### config.mk
export PLATFORM = sky130hd
export DESIGN_NAME = wwan_sideband
export DESIGN_NICKNAME = d
export VERILOG_FILES = /design/src/design/sideband_pkg.sv /design/src/design/tuner_serial.sv /design/src/design/wwan_sideband.sv
export SDC_FILE = /design/constraint.sdc
export NUM_CORES = 1
export LEC_CHECK = 0
export BUFFER_PORTS_ARGS = -buffer_cell sky130_fd_sc_hd__clkbuf_2
export CORE_MARGIN = 10
export CORE_UTILIZATION = 40
export DETAILED_ROUTE_END_ITERATION = 8
export PLACE_DENSITY = 0.71
export REMOVE_ABC_BUFFERS = 1
export SLEW_MARGIN = 0
export SYNTH_ARGS = -nofsm -noshare
export SYNTH_HDL_FRONTEND = slang
export SYNTH_SLANG_ARGS = --single-unit
### constraint.sdc
create_clock -name hclk -period 3 [get_ports hclk]
set_clock_uncertainty 0.1 [all_clocks]
set_input_delay 0.3 -clock hclk [delete_from_list [all_inputs] [get_ports hclk]]
set_output_delay 0.3 -clock hclk [all_outputs]
set_load 0.01 [all_outputs]
### src/design/sideband_pkg.sv
package sideband_pkg;

  // ----------------------------------------------------------------
  // Register map (byte addresses)
  // ----------------------------------------------------------------
  localparam logic [7:0] CTRL_OFF = 8'h00;
  localparam logic [7:0] POWER_OFF = 8'h04;
  localparam logic [7:0] BAND_OFF = 8'h08;
  localparam logic [7:0] TUNER_OFF = 8'h0C;
  localparam logic [7:0] STATUS_OFF = 8'h10;

  // ----------------------------------------------------------------
  // Field layouts and reset values
  // ----------------------------------------------------------------
  typedef struct packed {
    logic tuner_serial;
    logic refclk_on;
    logic radio_sw_on;
  } ctrl_t;
  localparam ctrl_t CTRL_RESET = '{tuner_serial: 1'b0, refclk_on: 1'b0, radio_sw_on: 1'b1};

  typedef struct packed {
    logic [7:0] threshold;
    logic [7:0] nominal;
  } power_t;
  localparam logic [7:0] POWER_NOMINAL_RESET = 8'h17;
  localparam logic [7:0] POWER_THRESHOLD_RESET = 8'h10;

  localparam int TUNER_PAR_W = 3;
  localparam int TUNER_SER_W = 8;
  localparam int TUNER_SER_LSB = 8;
  localparam int POWER_W = 8;
  localparam int BAND_W = 8;
  localparam logic [7:0] BLANK_BAND = 8'h27;

  // Strap levels: three grounded, the fourth not connected (reads 1)
  localparam logic [3:0] STRAP_LEVELS = 4'h8;
  localparam int STRAP_STAT_LSB = 8;
  localparam int POWER_STAT_LSB = 16;

  // ----------------------------------------------------------------
  // Timing
  // ----------------------------------------------------------------
  localparam int CLK_HZ = 10_000_000;
  localparam int TUNER_SCLK_HZ = 1_000_000;
  localparam int TUNER_HALF_CYC = (CLK_HZ / TUNER_SCLK_HZ / 2) < 1 ? 1 :
                                  (CLK_HZ / TUNER_SCLK_HZ / 2);

  localparam logic [1:0] HTRANS_NONSEQ = 2'h2;

endpackage

### src/design/tuner_serial.sv
`timescale 1ns/10ps
module tuner_serial
  import sideband_pkg::*;
#(
  parameter int WIDTH = TUNER_SER_W,
  parameter int HALF = TUNER_HALF_CYC
) (
  input wire logic hclk,
  input wire logic hresetn,
  input wire logic start,
  input wire logic [WIDTH-1:0] data,
  output logic busy,
  output logic clk_oe,
  output logic dat_oe
);

  typedef enum logic {S_IDLE, S_SHIFT} ser_state_t;

  ser_state_t state;
  logic [WIDTH-1:0] shreg;
  logic [$clog2(WIDTH+1)-1:0] bits_left;
  logic [$clog2(HALF+1)-1:0] tick;
  logic phase_high;
  wire tick_done = (tick == ($clog2(HALF+1))'(HALF - 1));

  // ----------------------------------------------------------------
  // Shift engine, MSB first, data changes while clock is low
  // ----------------------------------------------------------------
  always_ff @(posedge hclk or negedge hresetn) begin
    if (!hresetn) begin
      state <= S_IDLE;
      shreg <= '0;
      bits_left <= '0;
      tick <= '0;
      phase_high <= 1'b1;
    end else begin
      case (state)
        S_IDLE: begin
          tick <= '0;
          phase_high <= 1'b1;
          if (start) begin
            shreg <= data;
            bits_left <= ($clog2(WIDTH+1))'(WIDTH);
            phase_high <= 1'b0;
            state <= S_SHIFT;
          end
        end
        S_SHIFT: begin
          tick <= tick_done ? '0 : tick + 1'b1;
          if (tick_done) begin
            phase_high <= ~phase_high;
            if (phase_high) begin
              shreg <= {shreg[WIDTH-2:0], 1'b0};
              bits_left <= bits_left - 1'b1;
              if (bits_left == ($clog2(WIDTH+1))'(1)) begin
                state <= S_IDLE;
              end
            end
          end
        end
        default: state <= S_IDLE;
      endcase
    end
  end

  // Open drain: enable pulls low, released line floats high
  assign busy = (state == S_SHIFT);
  assign clk_oe = busy && !phase_high;
  assign dat_oe = busy && !shreg[WIDTH-1];

endmodule

### src/design/wwan_sideband.sv
`timescale 1ns/10ps
module wwan_sideband
  import sideband_pkg::*;
(
  input wire logic hclk,
  input wire logic hresetn,
  input wire logic hsel,
  input wire logic [31:0] haddr,
  input wire logic [1:0] htrans,
  input wire logic hwrite,
  input wire logic [2:0] hsize,
  input wire logic [31:0] hwdata,
  input wire logic hready,
  output logic [31:0] hrdata,
  output logic hreadyout,
  output logic hresp,
  input wire logic radio_kill_n,
  input wire logic body_proximity_n,
  input wire logic tx_burst,
  output logic burst_blank,
  output logic radio_enable,
  output logic flight_mode,
  output logic [POWER_W-1:0] tx_power_max,
  output logic refclk_enable,
  output logic [TUNER_PAR_W-1:0] tuner_par,
  output logic tuner_serial_clk_out,
  output logic tuner_serial_clk_oe,
  output logic tuner_serial_dat_out,
  output logic tuner_serial_dat_oe,
  output logic [2:0] config_strap
);

  // ----------------------------------------------------------------
  // Bus slave: address phase capture
  // ----------------------------------------------------------------
  logic dp_write;
  logic [7:0] dp_addr;
  ctrl_t ctrl;
  power_t power;
  logic [BAND_W-1:0] band;
  logic [TUNER_PAR_W-1:0] tuner_par_reg;
  logic [TUNER_SER_W-1:0] tuner_ser_reg;
  logic ser_busy;

  wire ap_valid = hsel && hready && (htrans == HTRANS_NONSEQ);
  wire ap_write = ap_valid && hwrite;
  wire ap_read = ap_valid && !hwrite;

  always_ff @(posedge hclk or negedge hresetn) begin
    if (!hresetn) begin
      dp_write <= 1'b0;
      dp_addr <= '0;
    end else begin
      dp_write <= ap_write;
      dp_addr <= ap_write ? haddr[7:0] : dp_addr;
    end
  end

  function automatic logic hit(input logic [7:0] a, input logic [7:0] off);
    return a == off;
  endfunction

  wire wr_ctrl = dp_write && hit(dp_addr, CTRL_OFF);
  wire wr_power = dp_write && hit(dp_addr, POWER_OFF);
  wire wr_band = dp_write && hit(dp_addr, BAND_OFF);
  wire wr_tuner = dp_write && hit(dp_addr, TUNER_OFF);

  // ----------------------------------------------------------------
  // Software registers
  // ----------------------------------------------------------------
  wire ctrl_t next_ctrl = wr_ctrl ? ctrl_t'(hwdata[$bits(ctrl_t)-1:0]) : ctrl;
  wire power_t next_power = wr_power ? power_t'(hwdata[$bits(power_t)-1:0]) : power;
  wire [BAND_W-1:0] next_band = wr_band ? hwdata[BAND_W-1:0] : band;
  wire [TUNER_PAR_W-1:0] next_tuner_par = wr_tuner ? hwdata[TUNER_PAR_W-1:0] : tuner_par_reg;
  wire ser_take = wr_tuner && ctrl.tuner_serial && !ser_busy;
  wire [TUNER_SER_W-1:0] next_tuner_ser =
    ser_take ? hwdata[TUNER_SER_LSB +: TUNER_SER_W] : tuner_ser_reg;

  always_ff @(posedge hclk or negedge hresetn) begin
    if (!hresetn) begin
      ctrl <= CTRL_RESET;
      power <= '{threshold: POWER_THRESHOLD_RESET, nominal: POWER_NOMINAL_RESET};
      band <= '0;
      tuner_par_reg <= '0;
      tuner_ser_reg <= '0;
    end else begin
      ctrl <= next_ctrl;
      power <= next_power;
      band <= next_band;
      tuner_par_reg <= next_tuner_par;
      tuner_ser_reg <= next_tuner_ser;
    end
  end

  // ----------------------------------------------------------------
  // Pin-facing logic
  // ----------------------------------------------------------------
  wire next_radio_enable = radio_kill_n && next_ctrl.radio_sw_on;
  wire in_blank_band = (next_band == BLANK_BAND);
  wire next_blank = next_radio_enable && in_blank_band && tx_burst;
  wire prox_near = !body_proximity_n;
  wire [POWER_W-1:0] next_power_max =
    prox_near ? next_power.threshold : next_power.nominal;
  wire [TUNER_PAR_W-1:0] next_par =
    next_ctrl.tuner_serial ? '0 : next_tuner_par;

  always_ff @(posedge hclk or negedge hresetn) begin
    if (!hresetn) begin
      burst_blank <= 1'b0;
      radio_enable <= 1'b0;
      flight_mode <= 1'b1;
      tx_power_max <= POWER_NOMINAL_RESET;
      refclk_enable <= 1'b0;
      tuner_par <= '0;
      config_strap <= '0;
    end else begin
      burst_blank <= next_blank;
      radio_enable <= next_radio_enable;
      flight_mode <= !next_radio_enable;
      tx_power_max <= next_power_max;
      refclk_enable <= next_ctrl.refclk_on;
      tuner_par <= next_par;
      config_strap <= STRAP_LEVELS[2:0];
    end
  end

  // ----------------------------------------------------------------
  // Serial tuner, open drain
  // ----------------------------------------------------------------
  logic ser_clk_oe;
  logic ser_dat_oe;

  tuner_serial #(
    .WIDTH(TUNER_SER_W),
    .HALF(TUNER_HALF_CYC)
  ) u_tuner_serial (
    .hclk(hclk),
    .hresetn(hresetn),
    .start(ser_take),
    .data(hwdata[TUNER_SER_LSB +: TUNER_SER_W]),
    .busy(ser_busy),
    .clk_oe(ser_clk_oe),
    .dat_oe(ser_dat_oe)
  );

  assign tuner_serial_clk_out = 1'b0;
  assign tuner_serial_dat_out = 1'b0;
  assign tuner_serial_clk_oe = ctrl.tuner_serial && ser_clk_oe;
  assign tuner_serial_dat_oe = ctrl.tuner_serial && ser_dat_oe;

  // ----------------------------------------------------------------
  // Frame length watch for the serial checks
  // ----------------------------------------------------------------
  localparam int FRAME_CYC = 2 * TUNER_HALF_CYC * TUNER_SER_W;
  localparam int FRAME_CW = $clog2(FRAME_CYC + 2);
  logic [FRAME_CW-1:0] busy_cyc;

  always_ff @(posedge hclk or negedge hresetn) begin
    if (!hresetn) begin
      busy_cyc <= '0;
    end else begin
      busy_cyc <= ser_busy ? busy_cyc + 1'b1 : '0;
    end
  end

  // ----------------------------------------------------------------
  // Read data, registered at the address phase
  // ----------------------------------------------------------------
  logic [31:0] status_word;
  logic [31:0] rd_word;

  assign status_word = {8'h00, next_power_max, 4'h0, STRAP_LEVELS,
                        3'h0, ser_busy, next_blank, prox_near,
                        !next_radio_enable, next_radio_enable};

  always_comb begin
    rd_word = 32'h0000_0000;
    case (haddr[7:0])
      CTRL_OFF: rd_word[$bits(ctrl_t)-1:0] = next_ctrl;
      POWER_OFF: rd_word[$bits(power_t)-1:0] = next_power;
      BAND_OFF: rd_word[BAND_W-1:0] = next_band;
      TUNER_OFF: rd_word = {16'h0000, next_tuner_ser, 5'h00, next_tuner_par};
      STATUS_OFF: rd_word = status_word;
      default: rd_word = 32'h0000_0000;
    endcase
  end

  always_ff @(posedge hclk or negedge hresetn) begin
    if (!hresetn) begin
      hrdata <= 32'h0000_0000;
    end else if (ap_read) begin
      hrdata <= rd_word;
    end
  end

  assign hreadyout = 1'b1;
  assign hresp = 1'b0;

  // ----------------------------------------------------------------
  // Checks
  // ----------------------------------------------------------------
  property p_blank_off_band;
    @(posedge hclk) disable iff (!hresetn)
      (band != BLANK_BAND) && !wr_band |=> !burst_blank;
  endproperty
  a_blank_off_band: assert property (p_blank_off_band)
    else $error("blanking pulsed outside band 39");

  property p_blank_follows;
    @(posedge hclk) disable iff (!hresetn)
      tx_burst && (next_band == BLANK_BAND) && next_radio_enable |=> burst_blank;
  endproperty
  a_blank_follows: assert property (p_blank_follows)
    else $error("blanking missed a burst");

  property p_kill_low;
    @(posedge hclk) disable iff (!hresetn)
      !radio_kill_n |=> !radio_enable && flight_mode;
  endproperty
  a_kill_low: assert property (p_kill_low)
    else $error("radio stayed on with kill low");

  property p_kill_high;
    @(posedge hclk) disable iff (!hresetn)
      radio_kill_n && next_ctrl.radio_sw_on |=> radio_enable && !flight_mode;
  endproperty
  a_kill_high: assert property (p_kill_high)
    else $error("radio not enabled with kill high");

  property p_sw_off;
    @(posedge hclk) disable iff (!hresetn)
      wr_ctrl && !hwdata[0] |=> !radio_enable && flight_mode && !ctrl.radio_sw_on;
  endproperty
  a_sw_off: assert property (p_sw_off)
    else $error("software radio off ignored");

  property p_prox_near;
    @(posedge hclk) disable iff (!hresetn)
      !body_proximity_n && !wr_power |=> tx_power_max == power.threshold;
  endproperty
  a_prox_near: assert property (p_prox_near)
    else $error("power not capped under proximity");

  property p_prox_far;
    @(posedge hclk) disable iff (!hresetn)
      body_proximity_n && !wr_power |=> tx_power_max == power.nominal;
  endproperty
  a_prox_far: assert property (p_prox_far)
    else $error("power not nominal without proximity");

  property p_refclk_off;
    @(posedge hclk) disable iff (!hresetn)
      !ctrl.refclk_on && !wr_ctrl |=> !refclk_enable;
  endproperty
  a_refclk_off: assert property (p_refclk_off)
    else $error("reference clock on while disabled");

  property p_par_mode;
    @(posedge hclk) disable iff (!hresetn)
      !ctrl.tuner_serial && !wr_ctrl && !wr_tuner
        |=> tuner_par == $past(tuner_par_reg) && !tuner_serial_clk_oe;
  endproperty
  a_par_mode: assert property (p_par_mode)
    else $error("parallel tuner bits wrong");

  property p_open_drain;
    @(posedge hclk) disable iff (!hresetn)
      tuner_serial_clk_oe || tuner_serial_dat_oe
        |-> ctrl.tuner_serial && !tuner_serial_clk_out && !tuner_serial_dat_out;
  endproperty
  a_open_drain: assert property (p_open_drain)
    else $error("tuner line driven high or outside serial mode");

  property p_ser_quiet;
    @(posedge hclk) disable iff (!hresetn)
      !ser_busy |-> !tuner_serial_clk_oe && !tuner_serial_dat_oe;
  endproperty
  a_ser_quiet: assert property (p_ser_quiet)
    else $error("tuner lines pulled low outside a frame");

  property p_ser_start;
    @(posedge hclk) disable iff (!hresetn)
      ser_take |=> ser_busy;
  endproperty
  a_ser_start: assert property (p_ser_start)
    else $error("serial tuner write did not start a frame");

  property p_ser_len;
    @(posedge hclk) disable iff (!hresetn)
      ser_busy |-> busy_cyc < FRAME_CYC;
  endproperty
  a_ser_len: assert property (p_ser_len)
    else $error("serial tuner frame too long");

  property p_ser_end;
    @(posedge hclk) disable iff (!hresetn)
      !ser_busy && busy_cyc != '0 |-> busy_cyc == FRAME_CYC;
  endproperty
  a_ser_end: assert property (p_ser_end)
    else $error("serial tuner frame ended early");

  property p_par_zero;
    @(posedge hclk) disable iff (!hresetn)
      ctrl.tuner_serial && !wr_ctrl |=> tuner_par == '0;
  endproperty
  a_par_zero: assert property (p_par_zero)
    else $error("parallel tuner bits set in serial mode");

  property p_flight_inv;
    @(posedge hclk) disable iff (!hresetn)
      flight_mode == !radio_enable;
  endproperty
  a_flight_inv: assert property (p_flight_inv)
    else $error("flight mode not inverse of radio enable");

  property p_power_write;
    @(posedge hclk) disable iff (!hresetn)
      wr_power |=> power == $past(hwdata[$bits(power_t)-1:0]);
  endproperty
  a_power_write: assert property (p_power_write)
    else $error("power threshold write lost");

  property p_bus_okay;
    @(posedge hclk) disable iff (!hresetn)
      hreadyout && !hresp;
  endproperty
  a_bus_okay: assert property (p_bus_okay)
    else $error("register bus stalled or errored");

  property p_strap_ground;
    @(posedge hclk) disable iff (!hresetn)
      config_strap == '0;
  endproperty
  a_strap_ground: assert property (p_strap_ground)
    else $error("type strap not grounded");

endmodule
==> impl_metrics.ini <==
[placement]
place_congestion = 0.870
placed_cell_area_um2 = 5120
portBuffers = 74
dpl.hpwl_um = 8340

[power_and_ir_drop]
leakagePower_nw = 2.74
power_density_nw_per_um2 = 596
ir_drop_v = 0.000360

[synth]
synth_top_area_cell = dfrtp_1
synth_cells = 397
synthArstFlopShare_pct = 100
synth.area.top_cells = dfrtp_1 49%, mux2i_1 11%, dfstp_2 6.8%
syn_avg_cell_area_um2 = 11.6
synth-seq-cells = 102
synth_cell_types = 50
ys.flop_type = dfrtp_1
yosysWarnings = 0
synth.top_cell.area_share_pct = 48.8
seq_area_frac_synth_pct = 55.7
synth_edf_count = 0
synth_area_um2 = 4610

[detailed_routing]
routedWlPerCell_um = 17.8
via_count = 3248
vias_per_cell = 5.21
drtIter0Drc = 180
postRouteAntennaNets = 0
drcViolationCount = 0
dr.pass1.iters = 4
wirelength_um = 11100

[layout]
drive_gt1_share_pct = 24.8
post-route-util_pct = 48.1
regMostFlops = hrdata
antennaDiodeCount = 0
largestRegisters = hrdata x24, power x16
final_cell_area_um2 = 5460
area_growth_pct = 18.4
largest_reg_flops = 24
nFillCells = 1040
fin_nets = 556

[setup_path]
arrival_ns = 2.74
crit_type = flip-flop to flip-flop
crit_path_start_kind = flip-flop
cp_max_fo = 5
reg2reg_slack_ns = 0.38
cp_data_required_time_ns = 3.12
endpoint_kind = flip-flop

[cts]
root_buffer = clkbuf_16
cts_resized = 0
clk_pin_slew_ns = 0.07
clk_latency_ns = 0.34
cts.sinks = 102
cts_tree = built
numCtsBuffers = 9
cts.path.max_buffers = 2
htree_levels = 3

[sta]
final.setup.tns_ns = 0
finalHoldViolCount = 0
slew_headroom_pct = 47.2
fin_crit_sh_pct = 87.4
final_max_slew_viol_count = 0
worst_pin_slew_ns = 0.792
setup_viol = 0
rsz0062_at_grt = no
fmax_mhz = 381
post-route-min-period_ns = 2.62

[grt]
grt_max_degree = 64
antenna_found_initial = 0
grt_overflow = 0
grt_pass1_vias = 3432
grt_pass1_wl_um = 18000
grtUsageTotal_pct = 13.8

[die]
placementRows = 39
start_util_pct = 40.6
die-height_um = 127
die_width_um = 127
pin_count = 133
design.core.area_um2 = 11400
dieArea_um2 = 16200

[hold_path]
hold_class = input pin to flip-flop

[run_status]
status = finished clean

[flow_run]
cap_viol_max_count = 0
[layout by cell type (no fill, tap or decap), types with 3 or more instances in the layout]
cell	n
clkbuf_16	9
o21ai_1	4
o221ai_1	3
nand3_1	10
mux2i_1	53
nor3_1	4
nor2b_1	3
dfrtp_1	90
nand4_1	6
clkbuf_2	73
a31oi_1	4
a22o_1	15
buf_4	5
o21a_1	4
conb_1	15
xnor2_1	3
nor2_1	25
mux2_1	7
mux2_2	8
dfstp_2	12
o21ai_0	6
nor4_1	5
a21oi_1	11
ha_1	4
inv_1	42
nand2_1	16
bufinv_16	3
a2bb2oi_1	3
[area by class of cell]
type | instances | area, um2 | share of cell area, %
Sequential cell | 102 | 2570 | 47.0
Multi-Input combinational cell | 239 | 1770 | 32.4
Timing Repair Buffer | 81 | 453 | 8.29
Clock buffer | 10 | 229 | 4.19
Tap cell | 143 | 179 | 3.27
Inverter | 42 | 158 | 2.89
Clock inverter | 6 | 109 | 1.99
[stage by stage]
stage | hold slack [ns] | cells | worst slack (ns) | power [mW]
finish | 0.104 | 623 | 0.378 | 3.25
global route | 0.100 | 623 | 0.264 | 3.39
CTS | 0.0949 | 623 | 0.375 | 3.28
detailed placement | 0.335 | 606 | 0.410 | 1.97
global placement | 0.327 | 606 | 0.430 | 1.95
floorplan | -0.0956 | 383 | 0.357 | 1.78
[power breakdown]
group	switching (mW)	internal (mW)	total (mW)	leakage, nW
Combinational	0.214	0.144	0.358	1.31
Clock	0.497	0.816	1.31	0.167
Sequential	0.0814	1.50	1.58	1.26
Total	0.792	2.46	3.25	2.74
[critical path: stages (launching register included)]
cell       delay, ns
dfrtp_1         0.40
or4b_1          0.72
nor4_4          0.45
mux2_2          0.40
o2bb2ai_1       0.12
o31a_1          0.30
[layer usage]
metal	up-vias	GRT usage (%)	routed length [um]
li1	1519	-	-
met1	1639	16.9	4860
met2	81	22.6	5490
met4	0	4.69	114
met3	9	4.01	620
met5	-	0	0
[cells by family (layout without fill, tap and decap cells)]
| family | Yosys count | count (layout) | share of synthesized area (%) |
|---|---|---|---|
| xor+xnor | 3 | 3 | 0.570 |
| other cells | 2 | 15 | 0.163 |
| buf+inv | 69 | 139 | 7.05 |
| flops | 102 | 102 | 55.7 |
| compound gates | 61 | 61 | 9.41 |
| fa+ha+maj | 4 | 4 | 1.08 |
| simple gates | 88 | 88 | 10.9 |
| mux | 68 | 68 | 15.2 |
[Yosys cell counts (6+ instances only)]
master    n
a21oi_1  11
a22o_1   15
buf_4    15
dfrtp_1  90
dfstp_2  12
inv_1    42
mux2_1    7
mux2_2    8
mux2i_1  53
nand2_1  16
nand3_1  10
nand4_1   6
nor2_1   25
o21ai_0   6
[timing repair]
action | CTS | global route
endpoints found under the setup margin | 0 | 0
buffers inserted | 0 | 0
hold endpoints to repair | 56 | 0
hold buffers | 1 | 0
[path summary, 6_finish.rpt]
check / start / to / cells after the start
min: hwdata[8] / u_tuner_serial.shreg[0] / 3
max: dp_addr[4] / hrdata[1] / 5
max reg2reg: dp_addr[4] / hrdata[1] / 5
max in group asynchronous: hresetn / power[4] / 3
min reg2reg: tuner_ser_reg[0] / tuner_ser_reg[0] / 2
min in group asynchronous: hresetn / u_tuner_serial.shreg[5] / 2
Note: power is estimated with default switching activity, not from simulation.
